==> config.mk <==
export PLATFORM = sky130hd
export DESIGN_NAME = lcpmc_core
export DESIGN_NICKNAME = d
export VERILOG_FILES = /design/src/rtl/lcpmc_sync.v /design/src/rtl/lcpmc_phase.v /design/src/rtl/lcpmc_core.v
export VERILOG_INCLUDE_DIRS = /design/src /design/src/rtl
export SDC_FILE = /design/constraint.sdc
export NUM_CORES = 1
export LEC_CHECK = 0
export BUFFER_PORTS_ARGS = -buffer_cell sky130_fd_sc_hd__buf_2
export CORE_MARGIN = 2
export CORE_UTILIZATION = 55
export CTS_BUF_LIST = sky130_fd_sc_hd__clkbuf_16
export CTS_CLUSTER_DIAMETER = 100
export CTS_CLUSTER_SIZE = 25
export DETAILED_ROUTE_END_ITERATION = 16
export HOLD_SLACK_MARGIN = 0.12
export PLACE_DENSITY_LB_ADDON = 0.25
export SYNTH_ARGS = -nofsm -noshare
export SYNTH_HDL_FRONTEND = slang
export SYNTH_SLANG_ARGS = --single-unit
==> constraint.sdc <==
create_clock -name clk -period 3.2 [get_ports clk]
set_input_delay 0.32 -clock clk [delete_from_list [all_inputs] [get_ports clk]]
set_output_delay 0.32 -clock clk [all_outputs]
set_load 0.02 [all_outputs]
==> src/rtl/lcpmc_map.vh <==
/*
 Constants for the LED charge pump mode control: mode codes, timing figures
 and the cycle counts derived from them at the 20 MHz control clock.
 Assumes it is included by its bare name from files under rtl/.
*/
`ifndef LCPMC_MAP_VH
`define LCPMC_MAP_VH

`define LCPMC_CLK_HZ          20000000
`define LCPMC_MODE_1X         2'h0
`define LCPMC_MODE_1P5X       2'h1
`define LCPMC_MODE_2X         2'h2
`define LCPMC_MODE_OFF        2'h3

// Switch clock, nominal frequency in kHz; 20 MHz / 900 kHz rounds to 22
`define LCPMC_OSC_KHZ         900
`define LCPMC_OSC_CYC         ((`LCPMC_CLK_HZ / 1000 + `LCPMC_OSC_KHZ / 2) / `LCPMC_OSC_KHZ)
// Dead time in ns, least time: rounds up, at least one cycle
`define LCPMC_DEAD_NS         15
`define LCPMC_DEAD_CYC        ((`LCPMC_DEAD_NS * 20 + 999) / 1000)
// Soft-start ramp in us
`define LCPMC_SOFT_US         150
`define LCPMC_SOFT_CYC        (`LCPMC_SOFT_US * 20)
// LED current on time after enable in us
`define LCPMC_LEDON_US        100
`define LCPMC_LEDON_CYC       (`LCPMC_LEDON_US * 20)
// Mode switching delay in us (2.5 ms)
`define LCPMC_WARM_US         2500
`define LCPMC_WARM_CYC        (`LCPMC_WARM_US * 20)
// Soft-start level width
`define LCPMC_RAMP_W          8

`endif

==> src/rtl/lcpmc_sync.v <==
/*
 Two flip-flop synchroniser for one asynchronous level.
 Assumes the input comes from a pin or an analog comparator.
*/
`timescale 1ns/1ps
`default_nettype none
module lcpmc_sync (
  // Clock and reset
  input  wire clk,
  input  wire rst,
  // Level
  input  wire d,
  output reg  q
);
  reg meta_r;

  always @(posedge clk or posedge rst) begin
    if (rst) begin
      meta_r <= 1'b0;
      q      <= 1'b0;
    end else begin
      meta_r <= d;
      q      <= meta_r;
    end
  end
endmodule
`default_nettype wire

==> src/rtl/lcpmc_phase.v <==
/*
 Free-running two-phase nonoverlapping switch clock generator.
 Assumes one control clock; phases separated by dead time on both edges.
*/
`timescale 1ns/1ps
`default_nettype none
`include "lcpmc_map.vh"
module lcpmc_phase #(
  parameter PERIOD_CYC = `LCPMC_OSC_CYC,
  parameter DEAD_CYC   = `LCPMC_DEAD_CYC
) (
  // Clock and reset
  input  wire clk,
  input  wire rst,
  // Phases
  output reg  ph1,
  output reg  ph2
);
  localparam HALF = PERIOD_CYC / 2;
  reg [7:0] cnt_r;

  always @(posedge clk or posedge rst) begin
    if (rst) begin
      cnt_r <= 8'h00;
      ph1   <= 1'b0;
      ph2   <= 1'b0;
    end else begin
      if (cnt_r == PERIOD_CYC - 1)
        cnt_r <= 8'h00;
      else
        cnt_r <= cnt_r + 8'h01;
      // Each phase is shortened by the dead time so both are never high
      ph1 <= (cnt_r >= DEAD_CYC) && (cnt_r < HALF);
      ph2 <= (cnt_r >= HALF + DEAD_CYC) && (cnt_r < PERIOD_CYC);
    end
  end
endmodule
`default_nettype wire

==> src/rtl/lcpmc_core.v <==
/*
 LED charge pump mode control: start-up checks, 1x/1.5x/2x mode stepping with
 warm-up delay and soft-start ramp, switch drive, fault shutdown.
 Assumes comparator inputs from the analog front end (asynchronous, so synced
 here) and that the switch outputs drive level shifters of the power stage.
*/
// Operation
// - After enable, start in pass-through mode, supply tied straight to output.
// - Stay in pass-through while no dropout is seen.
// - On dropout in pass-through, soft-start then enter 1.5x mode.
// - On further dropout in 1.5x mode, step up to 2x mode.
// - Pump switches run from two phases never active together.
// - 2x: capacitors charge on alternate phases, other stacked to output.
// - 1.5x: capacitors series-charged on phase one, parallel-stacked on phase two.
// - Charge and discharge repeat from a free-running 900 kHz oscillator.
// - About 15 ns dead time between the two phases; the code gives one 50 ns clock cycle.
// - Overcurrent shuts off the high-power sections.
// - Enable low: all off, output disconnected, 43k pull-down on.
// - Thermal shutdown above 165 C, resume only at 150 C.
// - Thermal shutdown may cycle any number of times without latching.
// - On enable, weak pull-up first; refuse enable if output stays under 1 V.
// - Output pulled below 1 V in operation disables the device.
// - Output current ramps linearly over 150 us at start and each mode change. Code ramps 255 steps of 11 cycles, about 140 us.
// - After dropout wait 2.5 ms before stepping up a mode.
// - Only enable low returns to pass-through; re-enable restarts at pass-through. Code also returns to pass-through after thermal shutdown.
// - LED current regulated from sense pin error adjusting pump strength.
// - Dropout declared when sense pin voltage falls to about 40 mV.
// - LED current starts about 100 us after enable rises.
`timescale 1ns/1ps
`default_nettype none
`include "lcpmc_map.vh"
module lcpmc_core #(
  parameter SOFT_CYC  = `LCPMC_SOFT_CYC,
  parameter LEDON_CYC = `LCPMC_LEDON_CYC,
  parameter WARM_CYC  = `LCPMC_WARM_CYC,
  parameter RAMP_W    = `LCPMC_RAMP_W
) (
  // Clock and reset
  input  wire              clk,
  input  wire              rst,
  // Enable pin from external controller
  input  wire              enable_in,
  // Analog comparators
  input  wire              pump_output_above_1v,
  input  wire              led_sense_pin_dropout,
  input  wire              led_sense_pin_high,
  input  wire              overcurrent,
  input  wire              temp_above_165c,
  input  wire              temp_below_150c,
  // Output path control
  output reg               pass_switch_on,
  output reg               weak_pullup_on,
  output reg               pulldown_43k_on,
  output reg               led_current_on,
  // Flying capacitor switches
  output reg               c1_charge,
  output reg               c2_charge,
  output reg               c1_stack,
  output reg               c2_stack,
  output reg               series_charge,
  output reg               parallel_stack,
  // Strength and status
  output reg [RAMP_W-1:0]  pump_strength,
  output reg [1:0]         pump_mode,
  output reg               thermal_shutdown,
  output reg               short_fault
);
  localparam ST_OFF   = 3'h0;
  localparam ST_PROBE = 3'h1;
  localparam ST_RUN   = 3'h2;
  localparam ST_WARM  = 3'h3;
  localparam ST_SOFT  = 3'h4;
  localparam ST_FAULT = 3'h5;

  localparam [RAMP_W-1:0] RAMP_MAX = {RAMP_W{1'b1}};
  localparam [RAMP_W-1:0] RAMP_MID = {1'b1, {(RAMP_W-1){1'b0}}};
  localparam [RAMP_W-1:0] RAMP_ONE = {{(RAMP_W-1){1'b0}}, 1'b1};
  // Ramp steps evenly spaced so the full ramp takes at most SOFT_CYC cycles (step count rounds down)
  localparam STEP_CYC = SOFT_CYC / ((1 << RAMP_W) - 1);

  wire en_s;
  wire cpo_ok_s;
  wire drop_s;
  wire hi_s;
  wire oc_s;
  wire hot_s;
  wire cool_s;
  wire ph1;
  wire ph2;

  // One synchroniser per pin or comparator; all of them are clocked by clk
  localparam N_SYNC = 7;
  wire [N_SYNC-1:0] async_in;
  wire [N_SYNC-1:0] sync_out;

  assign async_in = {temp_below_150c, temp_above_165c, overcurrent, led_sense_pin_high,
                     led_sense_pin_dropout, pump_output_above_1v, enable_in};

  genvar gi;
  generate
    for (gi = 0; gi < N_SYNC; gi = gi + 1) begin : g_sync
      lcpmc_sync u_sync (
        .clk (clk),
        .rst (rst),
        .d   (async_in[gi]),
        .q   (sync_out[gi])
      );
    end
  endgenerate

  assign en_s     = sync_out[0];
  assign cpo_ok_s = sync_out[1];
  assign drop_s   = sync_out[2];
  assign hi_s     = sync_out[3];
  assign oc_s     = sync_out[4];
  assign hot_s    = sync_out[5];
  assign cool_s   = sync_out[6];

  // Oscillator runs free; switches are gated by mode, not by stopping it
  lcpmc_phase u_phase (
    .clk (clk),
    .rst (rst),
    .ph1 (ph1),
    .ph2 (ph2)
  );

  reg [2:0]        state_r;
  reg [2:0]        state_nxt;
  reg [1:0]        mode_r;
  reg [1:0]        mode_nxt;
  reg [15:0]       tmr_r;
  reg [15:0]       tmr_nxt;
  reg [11:0]       ledon_r;
  reg [7:0]        step_r;
  reg [RAMP_W-1:0] ramp_r;
  reg              hot_r;
  reg              run_seen_r;

  // Thermal hysteresis latch, independent of enable so it never sticks
  always @(posedge clk or posedge rst) begin
    if (rst)
      hot_r <= 1'b0;
    else if (hot_s)
      hot_r <= 1'b1;
    else if (cool_s)
      hot_r <= 1'b0;
  end

  wire active = (state_r == ST_RUN) || (state_r == ST_WARM) || (state_r == ST_SOFT);

  always @* begin
    state_nxt = state_r;
    mode_nxt  = mode_r;
    tmr_nxt   = tmr_r;
    case (state_r)
      ST_OFF: begin
        mode_nxt = `LCPMC_MODE_1X;
        tmr_nxt  = 16'h0000;
        if (en_s && !hot_r)
          state_nxt = ST_PROBE;
      end
      ST_PROBE: begin
        // Weak pull-up charges the output; a short never passes this check
        tmr_nxt = tmr_r + 16'h0001;
        if (cpo_ok_s) begin
          state_nxt = ST_SOFT;
          tmr_nxt   = 16'h0000;
        end else if (tmr_r == LEDON_CYC[15:0]) begin
          state_nxt = ST_FAULT;
        end
      end
      ST_SOFT: begin
        if (ramp_r == RAMP_MAX)
          state_nxt = ST_RUN;
      end
      ST_RUN: begin
        tmr_nxt = 16'h0000;
        if (drop_s && (mode_r != `LCPMC_MODE_2X))
          state_nxt = ST_WARM;
      end
      ST_WARM: begin
        tmr_nxt = tmr_r + 16'h0001;
        if (!drop_s) begin
          state_nxt = ST_RUN;
        end else if (tmr_r == WARM_CYC[15:0] - 16'h0001) begin
          state_nxt = ST_SOFT;
          mode_nxt  = (mode_r == `LCPMC_MODE_1X) ? `LCPMC_MODE_1P5X :
                      `LCPMC_MODE_2X;
        end
      end
      ST_FAULT: begin
        // Held until enable drops or hot_r sets; either goes to OFF, and a retry follows
        mode_nxt = `LCPMC_MODE_OFF;
      end
      default: begin
        state_nxt = ST_OFF;
      end
    endcase
    if (active && !cpo_ok_s)
      state_nxt = ST_FAULT;
    if (active && oc_s)
      state_nxt = ST_FAULT;
    if (hot_r && (state_r != ST_OFF))
      state_nxt = ST_OFF;
    if (!en_s)
      state_nxt = ST_OFF;
  end

  always @(posedge clk or posedge rst) begin
    if (rst) begin
      state_r <= ST_OFF;
      mode_r  <= `LCPMC_MODE_1X;
      tmr_r   <= 16'h0000;
    end else begin
      state_r <= state_nxt;
      mode_r  <= mode_nxt;
      tmr_r   <= tmr_nxt;
    end
  end

  // Soft-start ramp restarts on entry to SOFT and rises one step per STEP_CYC
  always @(posedge clk or posedge rst) begin
    if (rst) begin
      ramp_r <= {RAMP_W{1'b0}};
      step_r <= 8'h00;
    end else if (state_nxt == ST_SOFT && state_r != ST_SOFT) begin
      ramp_r <= {RAMP_W{1'b0}};
      step_r <= 8'h00;
    end else if (state_r == ST_SOFT) begin
      if (step_r == STEP_CYC[7:0] - 8'h01) begin
        step_r <= 8'h00;
        if (ramp_r != RAMP_MAX)
          ramp_r <= ramp_r + RAMP_ONE;
      end else begin
        step_r <= step_r + 8'h01;
      end
    end
  end

  // LED current on time counted from enable rising
  always @(posedge clk or posedge rst) begin
    if (rst) begin
      ledon_r    <= 12'h000;
      run_seen_r <= 1'b0;
    end else if (!en_s) begin
      ledon_r    <= 12'h000;
      run_seen_r <= 1'b0;
    end else if (ledon_r != LEDON_CYC[11:0]) begin
      ledon_r <= ledon_r + 12'h001;
    end else begin
      run_seen_r <= 1'b1;
    end
  end

  // Regulation: ramp caps strength; sense error nudges it up or down
  reg [RAMP_W-1:0] reg_r;
  always @(posedge clk or posedge rst) begin
    if (rst)
      reg_r <= RAMP_MID;
    else if (!active)
      reg_r <= RAMP_MID;
    else if (drop_s && reg_r != RAMP_MAX)
      reg_r <= reg_r + RAMP_ONE;
    else if (hi_s && reg_r != {RAMP_W{1'b0}})
      reg_r <= reg_r - RAMP_ONE;
  end

  // Overcurrent cuts the power path in the cycle it is seen, one cycle ahead
  // of FAULT, so a soft-start entry under overcurrent never closes a switch
  wire drive_ok = active && !oc_s;
  wire boost    = drive_ok && (mode_r != `LCPMC_MODE_1X);
  wire m15      = boost && (mode_r == `LCPMC_MODE_1P5X);
  wire m2       = boost && (mode_r == `LCPMC_MODE_2X);

  // Next values of the registered outputs
  reg              pass_nxt;
  reg              pullup_nxt;
  reg              pulldown_nxt;
  reg              ledcur_nxt;
  reg              c1_charge_nxt;
  reg              c2_charge_nxt;
  reg              c1_stack_nxt;
  reg              c2_stack_nxt;
  reg              series_nxt;
  reg              parallel_nxt;
  reg [RAMP_W-1:0] strength_nxt;
  reg [1:0]        pump_mode_nxt;

  always @* begin
    pass_nxt      = drive_ok && (mode_r == `LCPMC_MODE_1X);
    pullup_nxt    = (state_r == ST_PROBE);
    pulldown_nxt  = !en_s || (state_r == ST_OFF);
    ledcur_nxt    = drive_ok && run_seen_r;
    c1_charge_nxt = m2 && ph1;
    c2_stack_nxt  = m2 && ph1;
    c2_charge_nxt = m2 && ph2;
    c1_stack_nxt  = m2 && ph2;
    series_nxt    = m15 && ph1;
    parallel_nxt  = m15 && ph2;
    // The ramp caps the regulator in SOFT, so after a mode change the drive restarts from zero and rises with the ramp
    if (!drive_ok)
      strength_nxt = {RAMP_W{1'b0}};
    else if ((state_r == ST_SOFT) && (ramp_r < reg_r))
      strength_nxt = ramp_r;
    else
      strength_nxt = reg_r;
    pump_mode_nxt = drive_ok ? mode_r : `LCPMC_MODE_OFF;
  end

  always @(posedge clk or posedge rst) begin
    if (rst) begin
      pass_switch_on   <= 1'b0;
      weak_pullup_on   <= 1'b0;
      pulldown_43k_on  <= 1'b1;
      led_current_on   <= 1'b0;
      c1_charge        <= 1'b0;
      c2_charge        <= 1'b0;
      c1_stack         <= 1'b0;
      c2_stack         <= 1'b0;
      series_charge    <= 1'b0;
      parallel_stack   <= 1'b0;
      pump_strength    <= {RAMP_W{1'b0}};
      pump_mode        <= `LCPMC_MODE_OFF;
      thermal_shutdown <= 1'b0;
      short_fault      <= 1'b0;
    end else begin
      pass_switch_on   <= pass_nxt;
      weak_pullup_on   <= pullup_nxt;
      pulldown_43k_on  <= pulldown_nxt;
      led_current_on   <= ledcur_nxt;
      c1_charge        <= c1_charge_nxt;
      c2_stack         <= c2_stack_nxt;
      c2_charge        <= c2_charge_nxt;
      c1_stack         <= c1_stack_nxt;
      series_charge    <= series_nxt;
      parallel_stack   <= parallel_nxt;
      pump_strength    <= strength_nxt;
      pump_mode        <= pump_mode_nxt;
      thermal_shutdown <= hot_r;
      short_fault      <= (state_r == ST_FAULT);
    end
  end
endmodule
`default_nettype wire

Word-level counts from Yosys, hierarchy flattened:

Cells that the tools add are included.

* logic and storage cells: 153
* output and inout port bits: 22
* RAM bits: 0
* register bits after elaboration: 103
* bits in read-only memories: 0
* memories: 0
* latch bits: 0

* $add $sub $neg: 7
* reduce and logical (&&, ||, !) cells: 42
* $mul: 0
* $lt $le $gt $ge: 5
* muxes and demuxes: 38
* divide/modulo/power cells: 0
* equal/unequal tests: 23
* bitwise gates (word level): 0
* shifts and indexed selects: 0

Operators with widths (count)
* 2-to-1 mux 8 bit: 13
* case mux 16 bit (3 select lines): 1
* 2-to-1 mux 3 bit: 11
* adder 8 x 1 -> 8 bit, second input constant: 4
* 2-to-1 mux 12 bit: 2
* logical AND 1 bit: 21
* case mux 3 bit (6 select lines): 1
* adder 16 x 1 -> 16 bit, second input constant: 1
* equality test 16 x 11 -> 1 bit, second input constant: 1
* equality test 16 bit, second input constant: 1
* 2-to-1 mux 16 bit: 1
* inequality test 8 bit, second input constant: 2
* adder 12 x 1 -> 12 bit, second input constant: 1
* inequality test 12 x 11 -> 1 bit, second input constant: 1
* nonzero test 2 bit: 5
* equality test 3 bit, second input constant: 3
* nonzero test 3 bit: 3
* equality test 8 x 4 -> 1 bit, second input constant: 1
* equality test 8 x 5 -> 1 bit, second input constant: 1
* equality test 8 bit, second input constant: 1
* >= comparator 8 x 1 -> 1 bit, second input constant: 1
* >= comparator 8 x 4 -> 1 bit, second input constant: 1
* less-than comparator 8 x 4 -> 1 bit, second input constant: 1
* less-than comparator 8 x 5 -> 1 bit, second input constant: 1
* 20 further kinds: 36

Logic depth before layout (Yosys ltp):

* depth in word-level cells: 12
* gate-level depth with buffers: 10
* gate-level depth less buffers: 10

Modules after synthesis:

From an unflattened synthesis, not the netlist that was laid out.

* cells, all modules: 521
* area total of the unflattened synthesis: 5278.8 um^2

Modules (own cells, without submodules)
* lcpmc_core: instances 1, area an instance 4347.9 um^2, seq. area each 1981.9 um^2, cells an instance 447
* lcpmc_phase: instances 1, area an instance 554.3 um^2, seq. area each 250.2 um^2, cells an instance 53
* lcpmc_sync: instances 7, area an instance 53.8 um^2, seq. area each 50.0 um^2, cells an instance 3

Least setup slack after synthesis:

No wires, ideal clock.

* path kind: register to register
* from: reg reg_r[7]
* to: reg reg_r[7]
* period minus slack after synthesis: 2852 ps
* cell stages (with the launch flop): 10
* setup time: 81 ps
* slack: 348 ps
* arrival: 2771 ps
* path through: dfstp_2 nand4_1 o21ai_0 ha_1 a21o_1 a21oi_1 o21ai_0 a2111oi_0 a2bb2oi_1 nor2_1

* word-level cells in the longest chain between the ends: 4

Ends and longest elaborated chain
* from (decl): line lcpmc_core.v:256 `reg [RAMP_W-1:0] reg_r;`
* from (signal assigned): line lcpmc_core.v:263 `reg_r <= reg_r + RAMP_ONE;`
* from (signal assigned): line lcpmc_core.v:265 `reg_r <= reg_r - RAMP_ONE;`
* subtractor 8 x 1 -> 8 bit / inequality test 8 bit (equally long branches): line lcpmc_core.v:265, lcpmc_core.v:262
* 2-to-1 mux 8 bit / logical AND 1 bit (equally long branches): line lcpmc_core.v:264, lcpmc_core.v:262
* 2-to-1 mux 8 bit: line lcpmc_core.v:262 `else if (drop_s && reg_r != RAMP_MAX)`
* 2-to-1 mux 8 bit: line lcpmc_core.v:260 `else if (!active)`

Parallel ways exist; a longest one is shown, timed or not. The select of a mux whose other input is x is not followed.
A chain may end at the register's enable or synchronous reset.

Worst setup path in the final report:

Ends and elaborated chain as after synthesis.

==> results.toml <==
[run_status]
outcome = "finished, final reports clean"

[logic_synthesis]
yosys_warnings = 0
synth_top_area_share_pct = 47.0
synthArstFlopShare_pct = 100
synth_edf_count = 0
ys.flop_type = "dfrtp_1"
netlist_area_um2 = 5280
synth_area_leaders = "dfrtp_1, ha_1, nor2_1, a21oi_1, xnor2_1"
syn_inst = 530
postSynthAreaPerCell_um2 = 9.95
synth_cell_types = 63
synth_seq_area_share_pct = 49.0
ys_seq_elements = 103
syn_nets = 563
yosysTopAreaCell = "dfrtp_1"

[placement]
port_buffers = 30
hpwl_um = 7320
place_congestion = 0.853

[grt]
grt_pass1_wl_um = 17900
grt_start_max_net_pins = 64
grt_pass1_vias = 3713
groute.usage.overall_pct = 22.1
grt-ovfl-total = 0
antenna_found_initial = 0

[floorplanning]
die_area_um2 = 10400
num_rows = 35
start_util_pct = 56.8
die_width_um = 102
core_area_um2 = 9280
ioPinCount = 31
dieHeight_um = 102

[worst_setup_path]
cp.required_ns = 3.48
worstRegToRegCells = 10
path_class = "register to register"
worstPathMaxFanout = 9
end_kind = "register"
cp_common_cell = "o21ai_0"
cp-start-kind = "register"
cpPeakStageDelay_ns = 0.59
cp_slowest_cell = "a2111oi_0"
r2r_slack_ns = 0.44
cp_cell_sequence = "nand4_1, o21ai_0, buf_4, ha_1, a21o_1, a21oi_1, o21ai_0, a2111oi_0, a2bb2oi_1, nor2_1"
arrival_ns = 3.03
regToRegStartpoint = "reg_r[7]"
timing.rr.end = "reg_r[7]"

[clocking]
cts.path.max_buffers = 2
path_clk_slew_ns = 0.07
clock_latency_ns = 0.35
cts_buffers = 9
cts_root_buf = "clkbuf_16"
clock-sinks = 103
cts_resized = 0
cts_tree = "done"
htree_levels = 3

[cells_and_area]
antennaDiodeCount = 0
areaGrowthSynthToFinish_pct = 11.9
fin_nets = 602
final_core_utilization_pct = 63.6
drive_gt1_share_pct = 12.5
layout_common_cells = "dfrtp_1, nor2_1, nand2_1"
final_common_cell = "dfrtp_1"

[detailed_routing]
wire_per_inst_um = 14.7
drt_iter0_drc = 243
vias = 3892
drc = 0
ant_nets = 0
via_per_inst = 5.54
wirelength_um = 10300
dr.pass1.iters = 4

[timing]
skew_ns = 0.00732
fin_tns_setup_ns = 0
grt_setup_unrepaired = "no"
setup_viol = 0
relSlewSlack_pct = 50.3
min_period_over_period_pct = 86.1
worstMarginPinSlew_ns = 0.746
slew_viol_final = 0
fmax_mhz = 363
finalHoldViolCount = 0
min_period_ns = 2.76

[job]
drv_cap = 0

[hold_path]
hold_path_class = "primary input to async pin"

[power_and_ir_drop]
peakVddDrop_mv = 0.491
p_leak_uw = 0.00273
p_per_area_nw_per_um2 = 500
[where the power goes]
| part | leakage (µW) | switching [µW] | total [µW] | internal (µW) |
|---|---|---|---|---|
| Combinational | 0.00122 | 279 | 447 | 168 |
| Sequential | 0.00136 | 68.8 | 1430 | 1360 |
| Clock | 0.000150 | 469 | 1070 | 602 |
[synthesized netlist by cell type (10+ instances only)]
| cell | number |
|---|---|
| ha_1 | 23 |
| nand2_1 | 40 |
| dfrtp_1 | 99 |
| nand3_1 | 29 |
| xnor2_1 | 20 |
| o21ai_0 | 27 |
| and3_1 | 17 |
| nor2_1 | 53 |
| xor2_1 | 15 |
| inv_1 | 34 |
| a21oi_1 | 35 |
| and2_1 | 11 |
| nand4_1 | 10 |
[layer usage]
metal  wire length, µm  GRT usage (%)
met5                 0              0
met4               139           6.97
met3               385           4.65
met2              4910           34.7
met1              4870           30.9
[worst max path at each step]
stage | startpoint | end | slack (ns) | cells after the start
after CTS | reg_r[7] | reg_r[7] | 0.46 | 10
after global placement | reg_r[7] | reg_r[7] | 0.59 | 10
after global routing | reg_r[7] | reg_r[7] | 0.14 | 10
after detailed placement | reg_r[7] | reg_r[7] | 0.48 | 10
after floorplan | rst | c1_stack | 0.18 | 1
final | reg_r[7] | reg_r[7] | 0.44 | 10
[sequential cells by signal, summed over array words and instances (netlist names), 2 cells and up]
signal,flops
g_sync.u_sync.meta_r,7
g_sync.u_sync.q,7
ledon_r,12
mode_r,2
pump_mode,2
pump_strength,8
ramp_r,8
reg_r,8
state_r,3
step_r,8
tmr_r,16
u_phase.cnt_r,8
[logic make-up (layout without fill, tap and decap cells)]
logic type / Yosys count / in the layout / synth area share (%)
DFF: 103 / 103 / 49.0
AOI/OAI and AO/OA: 108 / 108 / 13.8
xor gates and xnor gates: 35 / 35 / 5.81
adders and majority gates: 24 / 24 / 5.84
and+or+nand+nor: 210 / 210 / 21.3
buffers and inverters: 49 / 93 / 4.03
muxes: 1 / 1 / 0.190
[layout make-up]
| type | count | area (µm²) |
|---|---|---|
| flip-flops and latches | 103 | 2580 |
| repair buffers | 41 | 250 |
| clock buffers | 9 | 225 |
| multi-input cells | 378 | 2480 |
| well taps | 129 | 161 |
| fillers | 776 | 3380 |
| inverters | 36 | 138 |
| clock inverters | 7 | 63.8 |
[critical path, delay by kind of cell, from the launching register on]
kind,cells,cell delay [ns]
and+or+nand+nor,2,0.17
AOI/OAI and AO/OA,6,1.50
adders and majority gates,1,0.23
DFF,1,0.58
buffers and inverters,1,0.19
[per-stage QoR]
step / worst slack (ns) / total power, µW / cells / hold WS, ns / area [µm²]
final: 0.444 / 2950 / 703 / 0.117 / 5900
after global routing: 0.143 / 3090 / 703 / 0.191 / 5900
after CTS: 0.456 / 2980 / 703 / 0.149 / 5900
after detailed placement: 0.481 / 1890 / 680 / 0.336 / 5540
after global placement: 0.588 / 1880 / 680 / 0.333 / 5540
after floorplan: 0.183 / 1790 / 530 / 0.331 / 5280
[what timing repair did]
action,in CTS,in global routing
hold endpoints to repair,7,0
hold buffers,7,0
setup buffers,0,0
Power figures use the tool's default switching activity.
